$ cat config.mk
export PLATFORM = sky130hd
export DESIGN_NAME = edm_dest_match
export DESIGN_NICKNAME = d
export VERILOG_FILES = /design/src/rtl/edm_pkg.sv /design/src/rtl/edm_dest_match.sv /design/src/rtl/edm_flag_gen.sv /design/src/rtl/edm_dest_decode.sv
export SDC_FILE = /design/constraint.sdc
export NUM_CORES = 1
export LEC_CHECK = 0
export BUFFER_PORTS_ARGS = -buffer_cell sky130_fd_sc_hd__clkbuf_2
export CAP_MARGIN = 40
export CORE_ASPECT_RATIO = 0.75
export CORE_MARGIN = 3
export CORE_UTILIZATION = 45
export DETAILED_ROUTE_END_ITERATION = 16
export GPL_TIMING_DRIVEN = 0
export PLACE_DENSITY = 0.66
export SLEW_MARGIN = 20
export SYNTH_ARGS = -nofsm -noshare
export SYNTH_HDL_FRONTEND = slang
export SYNTH_SLANG_ARGS = --single-unit
$ cat constraint.sdc
create_clock -name clock -period 19.6 [get_ports clock]
set_input_delay 3.92 -clock clock [delete_from_list [all_inputs] [get_ports clock]]
set_output_delay 3.92 -clock clock [all_outputs]
set_load 0.005 [all_outputs]
$ cat src/rtl/edm_pkg.sv
// Purpose: Shared constants for the external destination decode block
// Assumes: Single 250 MHz clock, AXI4-Lite register access
// Notes: Register offsets are byte addresses, one 32-bit word each
package edm_pkg;
	localparam int NUM_PORTS = 15;
	localparam int LOOKUP_W = 16;
	localparam int LOOKUP_WINDOW = 12;
	localparam int SYNC_STAGES = 2;
	localparam int SAMPLE_CYCLE = LOOKUP_WINDOW + SYNC_STAGES;
	localparam int BYTES_PER_WORD = 8;
	localparam int BUFFER_BYTES = 64;
	localparam int WORDS_PER_BUF = BUFFER_BYTES / BYTES_PER_WORD;

	localparam logic [7:0] CTRL_OFFSET = 8'h00;
	localparam logic [7:0] STATUS_OFFSET = 8'h04;
	localparam logic [7:0] FRAMES_OFFSET = 8'h08;
	localparam logic [7:0] VIRTUAL_LAN_GROUP_BASE = 8'h40;

	localparam int CTRL_INT_EN_BIT = 0;
	localparam int CTRL_SINGLE_ADDR_BIT = 1;
	localparam logic [31:0] CTRL_RST = 32'h0000_0001;
	localparam logic [14:0] VIRTUAL_LAN_GROUP_RST = 15'h7fff;

	localparam int STAT_DISCARD_BIT = 16;
	localparam int STAT_MULTI_Q_BIT = 17;
	localparam int STAT_INTERNAL_BIT = 18;

	localparam int FLAG_END_BIT = 7;
	localparam int FLAG_EOF_BIT = 3;
	localparam logic [3:0] SOF_NIBBLE = 4'h4;

	localparam logic [1:0] RESP_OKAY = 2'h0;
	localparam logic [1:0] RESP_SLVERR = 2'h2;

	typedef enum logic [2:0] {
		EDM_IDLE = 3'h1,
		EDM_WAIT = 3'h2,
		EDM_HOLD = 3'h4
	} edm_state_e;
endpackage

$ cat src/rtl/edm_dest_match.sv
// Purpose: Packet-memory flag insertion and external destination routing
// Assumes: Lookup logic shares this clock; its bus is a pin, so synchronised
// Notes: Registers reached over AXI4-Lite
module edm_dest_match #(
	parameter int ADDR_W = 8
) (
	input wire logic clock,
	input wire logic rst,
	input wire logic [ADDR_W-1:0] s_axi_awaddr,
	input wire logic s_axi_awvalid,
	output logic s_axi_awready,
	input wire logic [31:0] s_axi_wdata,
	input wire logic [3:0] s_axi_wstrb,
	input wire logic s_axi_wvalid,
	output logic s_axi_wready,
	output logic [1:0] s_axi_bresp,
	output logic s_axi_bvalid,
	input wire logic s_axi_bready,
	input wire logic [ADDR_W-1:0] s_axi_araddr,
	input wire logic s_axi_arvalid,
	output logic s_axi_arready,
	output logic [31:0] s_axi_rdata,
	output logic [1:0] s_axi_rresp,
	output logic s_axi_rvalid,
	input wire logic s_axi_rready,
	input wire logic rx_sof,
	input wire logic [3:0] rx_port,
	input wire logic [23:0] rx_fwd_ptr,
	input wire logic rx_word_valid,
	input wire logic [63:0] rx_word_data,
	input wire logic rx_word_last,
	input wire logic [3:0] rx_word_bytes,
	input wire logic [3:0] rx_word_status,
	input wire logic [14:0] internal_dest_map,
	input wire logic internal_dest_bcast,
	input wire logic [15:0] external_dest_lookup,
	output logic mem_ptr_valid,
	output logic [35:0] mem_ptr_word,
	output logic mem_word_valid,
	output logic [63:0] mem_word_data,
	output logic [7:0] mem_word_flag,
	output logic route_valid,
	output logic [14:0] route_map,
	output logic route_discard,
	output logic route_multi_queue
);
	////////////////////////////////////////////////////////////////////////
	// Memory write path with flags
	logic [7:0] word_flag;
	logic first_pending_reg;
	logic ptr_valid_reg;
	logic [35:0] ptr_word_reg;
	logic word_valid_reg;
	logic [63:0] word_data_reg;
	logic [7:0] word_flag_reg;

	edm_flag_gen u_flag (
		.clock(clock),
		.rst(rst),
		.word_valid(rx_word_valid),
		.word_first(first_pending_reg | rx_sof),
		.word_last(rx_word_last),
		.word_bytes(rx_word_bytes),
		.word_status(rx_word_status),
		.word_flag(word_flag)
	);

	// Start flag nibble rides on bits 35-32, port number on 27-24
	wire [35:0] sof_word = {edm_pkg::SOF_NIBBLE, 4'h0, rx_port,
		rx_fwd_ptr};

	always_ff @(posedge clock or posedge rst) begin
		if (rst) begin
			first_pending_reg <= 1'b1;
			ptr_valid_reg <= 1'b0;
			ptr_word_reg <= 36'h0;
			word_valid_reg <= 1'b0;
			word_data_reg <= 64'h0;
			word_flag_reg <= 8'h00;
		end else begin
			ptr_valid_reg <= rx_sof;
			if (rx_sof)
				ptr_word_reg <= sof_word;
			if (rx_word_valid)
				first_pending_reg <= 1'b0;
			else if (rx_sof)
				first_pending_reg <= 1'b1;
			word_valid_reg <= rx_word_valid;
			if (rx_word_valid) begin
				word_data_reg <= rx_word_data;
				word_flag_reg <= word_flag;
			end
		end
	end

	assign mem_ptr_valid = ptr_valid_reg;
	assign mem_ptr_word = ptr_word_reg;
	assign mem_word_valid = word_valid_reg;
	assign mem_word_data = word_data_reg;
	assign mem_word_flag = word_flag_reg;

	////////////////////////////////////////////////////////////////////////
	// Lookup bus sampling window
	logic [15:0] lk_meta_reg;
	logic [15:0] lk_sync_reg;
	edm_pkg::edm_state_e state_reg;
	edm_pkg::edm_state_e state_next;
	logic [4:0] win_cnt_reg;
	logic [3:0] src_port_reg;

	wire sample_now = (state_reg == edm_pkg::EDM_WAIT) &
		(win_cnt_reg == 5'(edm_pkg::SAMPLE_CYCLE)) & ~rx_sof;

	always_comb begin
		case (state_reg)
			edm_pkg::EDM_IDLE:
				state_next = rx_sof ? edm_pkg::EDM_WAIT : edm_pkg::EDM_IDLE;
			edm_pkg::EDM_WAIT:
				state_next = rx_sof ? edm_pkg::EDM_WAIT :
					sample_now ? edm_pkg::EDM_HOLD : edm_pkg::EDM_WAIT;
			edm_pkg::EDM_HOLD:
				state_next = rx_sof ? edm_pkg::EDM_WAIT : edm_pkg::EDM_HOLD;
			default:
				state_next = edm_pkg::EDM_IDLE;
		endcase
	end

	// The sync stages add two cycles, so the window count includes them
	always_ff @(posedge clock or posedge rst) begin
		if (rst) begin
			lk_meta_reg <= 16'h0;
			lk_sync_reg <= 16'h0;
			state_reg <= edm_pkg::EDM_IDLE;
			win_cnt_reg <= 5'h0;
			src_port_reg <= 4'h0;
		end else begin
			lk_meta_reg <= external_dest_lookup;
			lk_sync_reg <= lk_meta_reg;
			state_reg <= state_next;
			if (rx_sof) begin
				win_cnt_reg <= 5'h0;
				src_port_reg <= rx_port;
			end else if (state_reg == edm_pkg::EDM_WAIT)
				win_cnt_reg <= win_cnt_reg + 5'h1;
		end
	end

	////////////////////////////////////////////////////////////////////////
	// Destination selection
	logic form_noop;
	logic form_map;
	logic form_bcast;
	logic [14:0] ext_map;
	logic [31:0] ctrl_reg;
	logic [14:0] virtual_lan_group_reg [edm_pkg::NUM_PORTS];

	edm_dest_decode u_decode (
		.lookup(lk_sync_reg),
		.form_noop(form_noop),
		.form_map(form_map),
		.form_bcast(form_bcast),
		.dest_map(ext_map)
	);

	wire int_en = ctrl_reg[edm_pkg::CTRL_INT_EN_BIT];
	wire single_addr = ctrl_reg[edm_pkg::CTRL_SINGLE_ADDR_BIT];
	// External code wins unless it is the no-op code
	wire use_internal = form_noop;
	wire want_bcast = use_internal ? (int_en & internal_dest_bcast) :
		form_bcast;
	wire [14:0] others = ~(15'h0001 << src_port_reg);
	wire [14:0] virtual_lan_group_limit = single_addr ?
		virtual_lan_group_reg[src_port_reg] : 15'h7fff;
	wire [14:0] bcast_map = others & virtual_lan_group_limit;
	wire [14:0] direct_map = use_internal ?
		(int_en ? internal_dest_map : 15'h0000) : ext_map;
	wire [14:0] sel_map = want_bcast ? bcast_map : direct_map;
	wire sel_discard = (sel_map == 15'h0000);
	wire sel_multi_q = form_map & ~sel_discard;

	logic route_valid_reg;
	logic [14:0] route_map_reg;
	logic route_discard_reg;
	logic route_multi_q_reg;
	logic route_internal_reg;
	logic [31:0] frame_cnt_reg;

	always_ff @(posedge clock or posedge rst) begin
		if (rst) begin
			route_valid_reg <= 1'b0;
			route_map_reg <= 15'h0;
			route_discard_reg <= 1'b0;
			route_multi_q_reg <= 1'b0;
			route_internal_reg <= 1'b0;
			frame_cnt_reg <= 32'h0;
		end else begin
			route_valid_reg <= sample_now;
			if (sample_now) begin
				route_map_reg <= sel_map;
				route_discard_reg <= sel_discard;
				route_multi_q_reg <= sel_multi_q;
				route_internal_reg <= use_internal;
				frame_cnt_reg <= frame_cnt_reg + 32'h1;
			end
		end
	end

	assign route_valid = route_valid_reg;
	assign route_map = route_map_reg;
	assign route_discard = route_discard_reg;
	assign route_multi_queue = route_multi_q_reg;

	////////////////////////////////////////////////////////////////////////
	// AXI4-Lite slave
	logic aw_hold_reg;
	logic [ADDR_W-1:0] aw_addr_reg;
	logic w_hold_reg;
	logic [31:0] w_data_reg;
	logic [3:0] w_strb_reg;
	logic bvalid_reg;
	logic [1:0] bresp_reg;
	logic rvalid_reg;
	logic [31:0] rdata_reg;
	logic [1:0] rresp_reg;

	assign s_axi_awready = ~aw_hold_reg & ~bvalid_reg;
	assign s_axi_wready = ~w_hold_reg & ~bvalid_reg;
	assign s_axi_bvalid = bvalid_reg;
	assign s_axi_bresp = bresp_reg;
	assign s_axi_arready = ~rvalid_reg;
	assign s_axi_rvalid = rvalid_reg;
	assign s_axi_rdata = rdata_reg;
	assign s_axi_rresp = rresp_reg;

	wire do_write = aw_hold_reg & w_hold_reg;
	wire [31:0] wmask = {{8{w_strb_reg[3]}}, {8{w_strb_reg[2]}},
		{8{w_strb_reg[1]}}, {8{w_strb_reg[0]}}};
	wire [7:0] waddr = 8'(aw_addr_reg);
	wire [7:0] raddr = 8'(s_axi_araddr);
	wire [7:0] wvl_off = waddr - edm_pkg::VIRTUAL_LAN_GROUP_BASE;
	wire [7:0] rvl_off = raddr - edm_pkg::VIRTUAL_LAN_GROUP_BASE;
	wire [3:0] wvl_idx = wvl_off[5:2];
	wire [3:0] rvl_idx = rvl_off[5:2];
	wire w_is_ctrl = (waddr == edm_pkg::CTRL_OFFSET);
	wire w_is_virtual_lan_group = (waddr >= edm_pkg::VIRTUAL_LAN_GROUP_BASE) & (waddr[1:0] == 2'h0) &
		(wvl_off[7:6] == 2'h0) & (wvl_idx < 4'(edm_pkg::NUM_PORTS));
	wire r_is_virtual_lan_group = (raddr >= edm_pkg::VIRTUAL_LAN_GROUP_BASE) & (raddr[1:0] == 2'h0) &
		(rvl_off[7:6] == 2'h0) & (rvl_idx < 4'(edm_pkg::NUM_PORTS));
	wire w_ok = w_is_ctrl | w_is_virtual_lan_group;
	wire [31:0] ctrl_wr = (ctrl_reg & ~wmask) | (w_data_reg & wmask);
	wire [31:0] virtual_lan_group_old = {17'h0, virtual_lan_group_reg[wvl_idx]};
	wire [31:0] virtual_lan_group_wr = (virtual_lan_group_old & ~wmask) | (w_data_reg & wmask);
	wire [31:0] status_word = {13'h0, route_internal_reg,
		route_multi_q_reg, route_discard_reg, 1'b0, route_map_reg};
	wire [31:0] rd_mux = (raddr == edm_pkg::CTRL_OFFSET) ? ctrl_reg :
		(raddr == edm_pkg::STATUS_OFFSET) ? status_word :
		(raddr == edm_pkg::FRAMES_OFFSET) ? frame_cnt_reg :
		r_is_virtual_lan_group ? {17'h0, virtual_lan_group_reg[rvl_idx]} : 32'h0;
	wire r_ok = (raddr == edm_pkg::CTRL_OFFSET) |
		(raddr == edm_pkg::STATUS_OFFSET) |
		(raddr == edm_pkg::FRAMES_OFFSET) | r_is_virtual_lan_group;

	always_ff @(posedge clock or posedge rst) begin
		if (rst) begin
			aw_hold_reg <= 1'b0;
			aw_addr_reg <= '0;
			w_hold_reg <= 1'b0;
			w_data_reg <= 32'h0;
			w_strb_reg <= 4'h0;
			bvalid_reg <= 1'b0;
			bresp_reg <= edm_pkg::RESP_OKAY;
		end else begin
			if (s_axi_awvalid & s_axi_awready) begin
				aw_hold_reg <= 1'b1;
				aw_addr_reg <= s_axi_awaddr;
			end else if (do_write)
				aw_hold_reg <= 1'b0;
			if (s_axi_wvalid & s_axi_wready) begin
				w_hold_reg <= 1'b1;
				w_data_reg <= s_axi_wdata;
				w_strb_reg <= s_axi_wstrb;
			end else if (do_write)
				w_hold_reg <= 1'b0;
			if (do_write) begin
				bvalid_reg <= 1'b1;
				bresp_reg <= w_ok ? edm_pkg::RESP_OKAY : edm_pkg::RESP_SLVERR;
			end else if (s_axi_bready)
				bvalid_reg <= 1'b0;
		end
	end

	always_ff @(posedge clock or posedge rst) begin
		if (rst) begin
			ctrl_reg <= edm_pkg::CTRL_RST;
			for (int i = 0; i < edm_pkg::NUM_PORTS; i++)
				virtual_lan_group_reg[i] <= edm_pkg::VIRTUAL_LAN_GROUP_RST;
		end else if (do_write) begin
			if (w_is_ctrl)
				ctrl_reg <= {30'h0, ctrl_wr[1:0]};
			if (w_is_virtual_lan_group)
				virtual_lan_group_reg[wvl_idx] <= virtual_lan_group_wr[14:0];
		end
	end

	always_ff @(posedge clock or posedge rst) begin
		if (rst) begin
			rvalid_reg <= 1'b0;
			rdata_reg <= 32'h0;
			rresp_reg <= edm_pkg::RESP_OKAY;
		end else if (s_axi_arvalid & s_axi_arready) begin
			rvalid_reg <= 1'b1;
			rdata_reg <= rd_mux;
			rresp_reg <= r_ok ? edm_pkg::RESP_OKAY : edm_pkg::RESP_SLVERR;
		end else if (s_axi_rready)
			rvalid_reg <= 1'b0;
	end
endmodule // edm_dest_match

$ cat src/rtl/edm_flag_gen.sv
// Purpose: Builds the flag byte for each eight-byte data word
// Assumes: One word per valid cycle, last word marks end of frame
// Notes: A full word of eight bytes encodes its count as 000
module edm_flag_gen (
	input wire logic clock,
	input wire logic rst,
	input wire logic word_valid,
	input wire logic word_first,
	input wire logic word_last,
	input wire logic [3:0] word_bytes,
	input wire logic [3:0] word_status,
	output logic [7:0] word_flag
);
	logic [2:0] word_cnt_reg;
	logic [2:0] word_cnt_next;
	logic [2:0] cur_cnt;
	wire buf_end = word_last | (cur_cnt == 3'(edm_pkg::WORDS_PER_BUF - 1));
	wire [3:0] low_nib = word_last ? {1'b1, word_status[2:0]} : 4'h0;

	assign cur_cnt = word_first ? 3'h0 : word_cnt_reg;
	assign word_cnt_next = buf_end ? 3'h0 : cur_cnt + 3'h1;
	// Buffer end after every eighth word or at frame end
	assign word_flag = buf_end ?
		{1'b1, word_bytes[2:0], low_nib} : 8'h00;

	always_ff @(posedge clock or posedge rst) begin
		if (rst)
			word_cnt_reg <= 3'h0;
		else if (word_valid)
			word_cnt_reg <= word_cnt_next;
	end
endmodule // edm_flag_gen

$ cat src/rtl/edm_dest_decode.sv
// Purpose: Decodes the external lookup bus into a destination form
// Assumes: Bus already synchronised; the window sample is taken after decode
// Notes: Purely combinational
module edm_dest_decode (
	input wire logic [15:0] lookup,
	output logic form_noop,
	output logic form_map,
	output logic form_bcast,
	output logic [14:0] dest_map
);
	wire route_form_select = lookup[15];
	wire lookup_noop_line = lookup[4];
	wire [3:0] single_port_code = lookup[3:0];
	wire [14:0] port_map_lines = lookup[14:0];
	wire [14:0] single_map = 15'h0001 << single_port_code;

	assign form_noop = route_form_select & lookup_noop_line;
	assign form_map = ~route_form_select;
	assign form_bcast = route_form_select & ~lookup_noop_line &
		(single_port_code == 4'hf);
	// All-zero bit-map leaves no destination, which discards the frame
	assign dest_map = form_map ? port_map_lines :
		(form_noop | form_bcast) ? 15'h0000 : single_map;
endmodule // edm_dest_decode

==> results.toml <==
[clock_tree]
cts_resized = 0
cts.sinks = 488
insertion_delay_ps = 600
cts_buffer_depth = 3
hold_buffers = 0
clk_pin_slew_ps = 70
post-cts-setup-buffer-count = 0
cts_root_buf = "clkbuf_16"
cts_buffers = 50
cts.htree.levels = 2
tritoncts = "done"

[min_path]
hp-class = "flop to flop"

[final_layout]
largest_reg_flops = 225
fin_area_mm2 = 0.0292
antenna_cells = 0
final_layout_size_suffix_gt1_share_pct = 39.9
syn_to_final_growth_pct = 18.3
layout.nets = 2709
fin_cells = 3263

[placement]
place_congestion = 1.03
numPortBuffers = 328
dpl.cell_count = 3170
place_ws_ps = 12710
postPlaceCellArea_mm2 = 0.0275
hpwl_um = 67300

[run_status]
outcome = "finished clean"

[grt]
grtUsageTotal_pct = 30.3
grt_pass1_wl_um = 131000
grt_max_degree = 115
antenna_found_initial = 0
grt_overflow = 0
grt_pass1_vias = 20000

[floorplanning]
ios = 363
die_area_mm2 = 0.0577
num_rows = 73
start_util_pct = 46.0
die_y_um = 209
die_w_um = 276
core_area_mm2 = 0.0536

[critical_path]
end_kind = "flop"
cp_max_fo = 10
crit_required_ps = 20070
start_kind = "primary input"
critPathKind = "primary input to flop"
worstPathArrival_ps = 6840

[sta]
max_freq_mhz = 157
worst_hold_slack_ps = 350
slew_violations = 0
finalHoldViolCount = 0
fin_ws_ps = 13230
final.setup.tns_ps = 0
setup_viol_count_final = 0
min_period_ps = 6370
tightest_slew_ps = 883
fin_crit_sh_pct = 32.5
fin_skew_ps = 21.4
slew_headroom_pct = 40.9
rsz0062_at_grt = "no"

[logic_synthesis]
ys_warn_count = 0
ys_async_sr_fraction_pct = 100
ys_ff_latch = 488
seq_area_frac_synth_pct = 50.7
synth-edff-count = 0
synth_area_per_cell_um2 = 11.7
syn-cell-area_mm2 = 0.0247
ys_types = 72
synthFlopType = "dfrtp_1"
postSynthCellCount = 2105

[detailed_routing]
dr.pass1.iters = 9
wl_per_cell_um = 27.1
drtAntennaViolNets = 0
routed_wl_um = 88400
vias = 20000
drc = 0
avgViaCountPerCell = 6.13
drt_iter0_drc = 2528

[power_and_ir_drop]
p_leak_nw = 11.9
ir_drop_mv = 0.0875
p_per_area_mw_per_mm2 = 105

[job]
cap_violations = 0
[cell type report]
| class | count | area [um^2] |
|---|---|---|
| clock inverters | 13 | 126 |
| multi-input cells | 1412 | 11300 |
| fillers | 4542 | 24400 |
| plain buffers | 188 | 831 |
| inverters | 25 | 101 |
| repair buffers | 345 | 1910 |
| well taps | 712 | 891 |
| flip-flops and latches | 488 | 12500 |
| clock buffers | 80 | 1560 |
[worst max-delay path, cell delays in order]
cell and delay (ps):
clkbuf_1 320, buf_1 460, buf_8 240, buf_2 390, mux2i_1 250, o21ai_0 100
mux4_2 580, a222oi_1 400, o21ai_0 150
[cell usage after synthesis (all sizes together) (5+ instances only)]
cell,n,area (um^2)
o31ai,5,37.5
a211oi,5,37.5
nor2b,19,119
o211ai,8,60.1
a221oi,5,43.8
mux2i,64,766
mux4,155,3490
a222oi,14,140
a21oi,62,310
and3,8,50.1
a2111oi,6,52.6
inv,24,90.1
buf,73,399
nand3,28,153
xnor2,25,219
mux2,131,1480
dfrtp,260,6510
nand4,12,75.1
clkbuf,115,432
a22oi,13,97.6
and2,8,50.1
nand2,364,1370
nor3b,5,53.8
a221o,8,80.1
a22o,6,52.6
xor2,11,96.3
nand2b,10,62.6
nor2,65,244
o21ai,288,1440
nor3,13,70.1
dfstp,228,5990
ha,5,62.6
[cells in the final DEF (no fill, tap or decap), drive strengths merged, types with 62 or more instances in the layout]
cell | netlist | final
a21oi | 62 | 62
buf | 73 | 90
clkbuf | 115 | 523
dfrtp | 260 | 260
dfstp | 228 | 228
mux2 | 131 | 131
mux2i | 64 | 64
mux4 | 155 | 155
nand2 | 364 | 364
nor2 | 65 | 65
o21ai | 288 | 288
[metrics by stage]
| step | utilization (%) | total power [mW] |
|---|---|---|
| after floorplan | - | 1.73 |
| after global placement | 50.8 | 2.01 |
| after detailed placement | 51.3 | 2.05 |
| after CTS | 54.4 | 3.04 |
| after global routing | 54.4 | 3.16 |
| final | 54.4 | 3.05 |
[final timing paths]
kind	start	end	slack, ps	depth (start not counted)
worst min register to register	lk_meta_reg[3]	lk_sync_reg[3]	350	0
worst max-delay path	s_axi_araddr[3]	s_axi_rdata[13]	13230	9
worst min-delay path	lk_meta_reg[3]	lk_sync_reg[3]	350	0
max in group asynchronous	rst	s_axi_rdata[24]	14730	4
min in group asynchronous	rst	mem_word_data[34]	3370	2
worst max register to register	src_port_reg[1]	route_multi_queue	15680	10
[power by group]
part	switching, mW	leakage [nW]	total [mW]	internal, mW
logic	0.480	5.48	0.799	0.320
registers	0.110	5.60	1.27	1.16
clock network	0.417	0.827	0.987	0.570
[routing by layer]
metal	track usage (%)	vias to the layer above	wire (um)
met5	0	-	0
met4	9.46	0	2890
met3	11.8	174	12200
met2	43.0	1257	37200
met1	42.8	10100	36200
li1	-	8441	-
[kinds of logic after synthesis]
group | share of synthesized area (%)
buffers and inverters | 3.75
adder cells (fa/ha/maj) | 0.254
XOR/XNOR | 1.28
AO/OA/AOI/OAI | 10.9
AND/OR/NAND/NOR | 9.85
multiplexers | 23.2
other | 0.0152
flip-flops | 50.7
No activity file was read; power rests on OpenSTA's default activity.
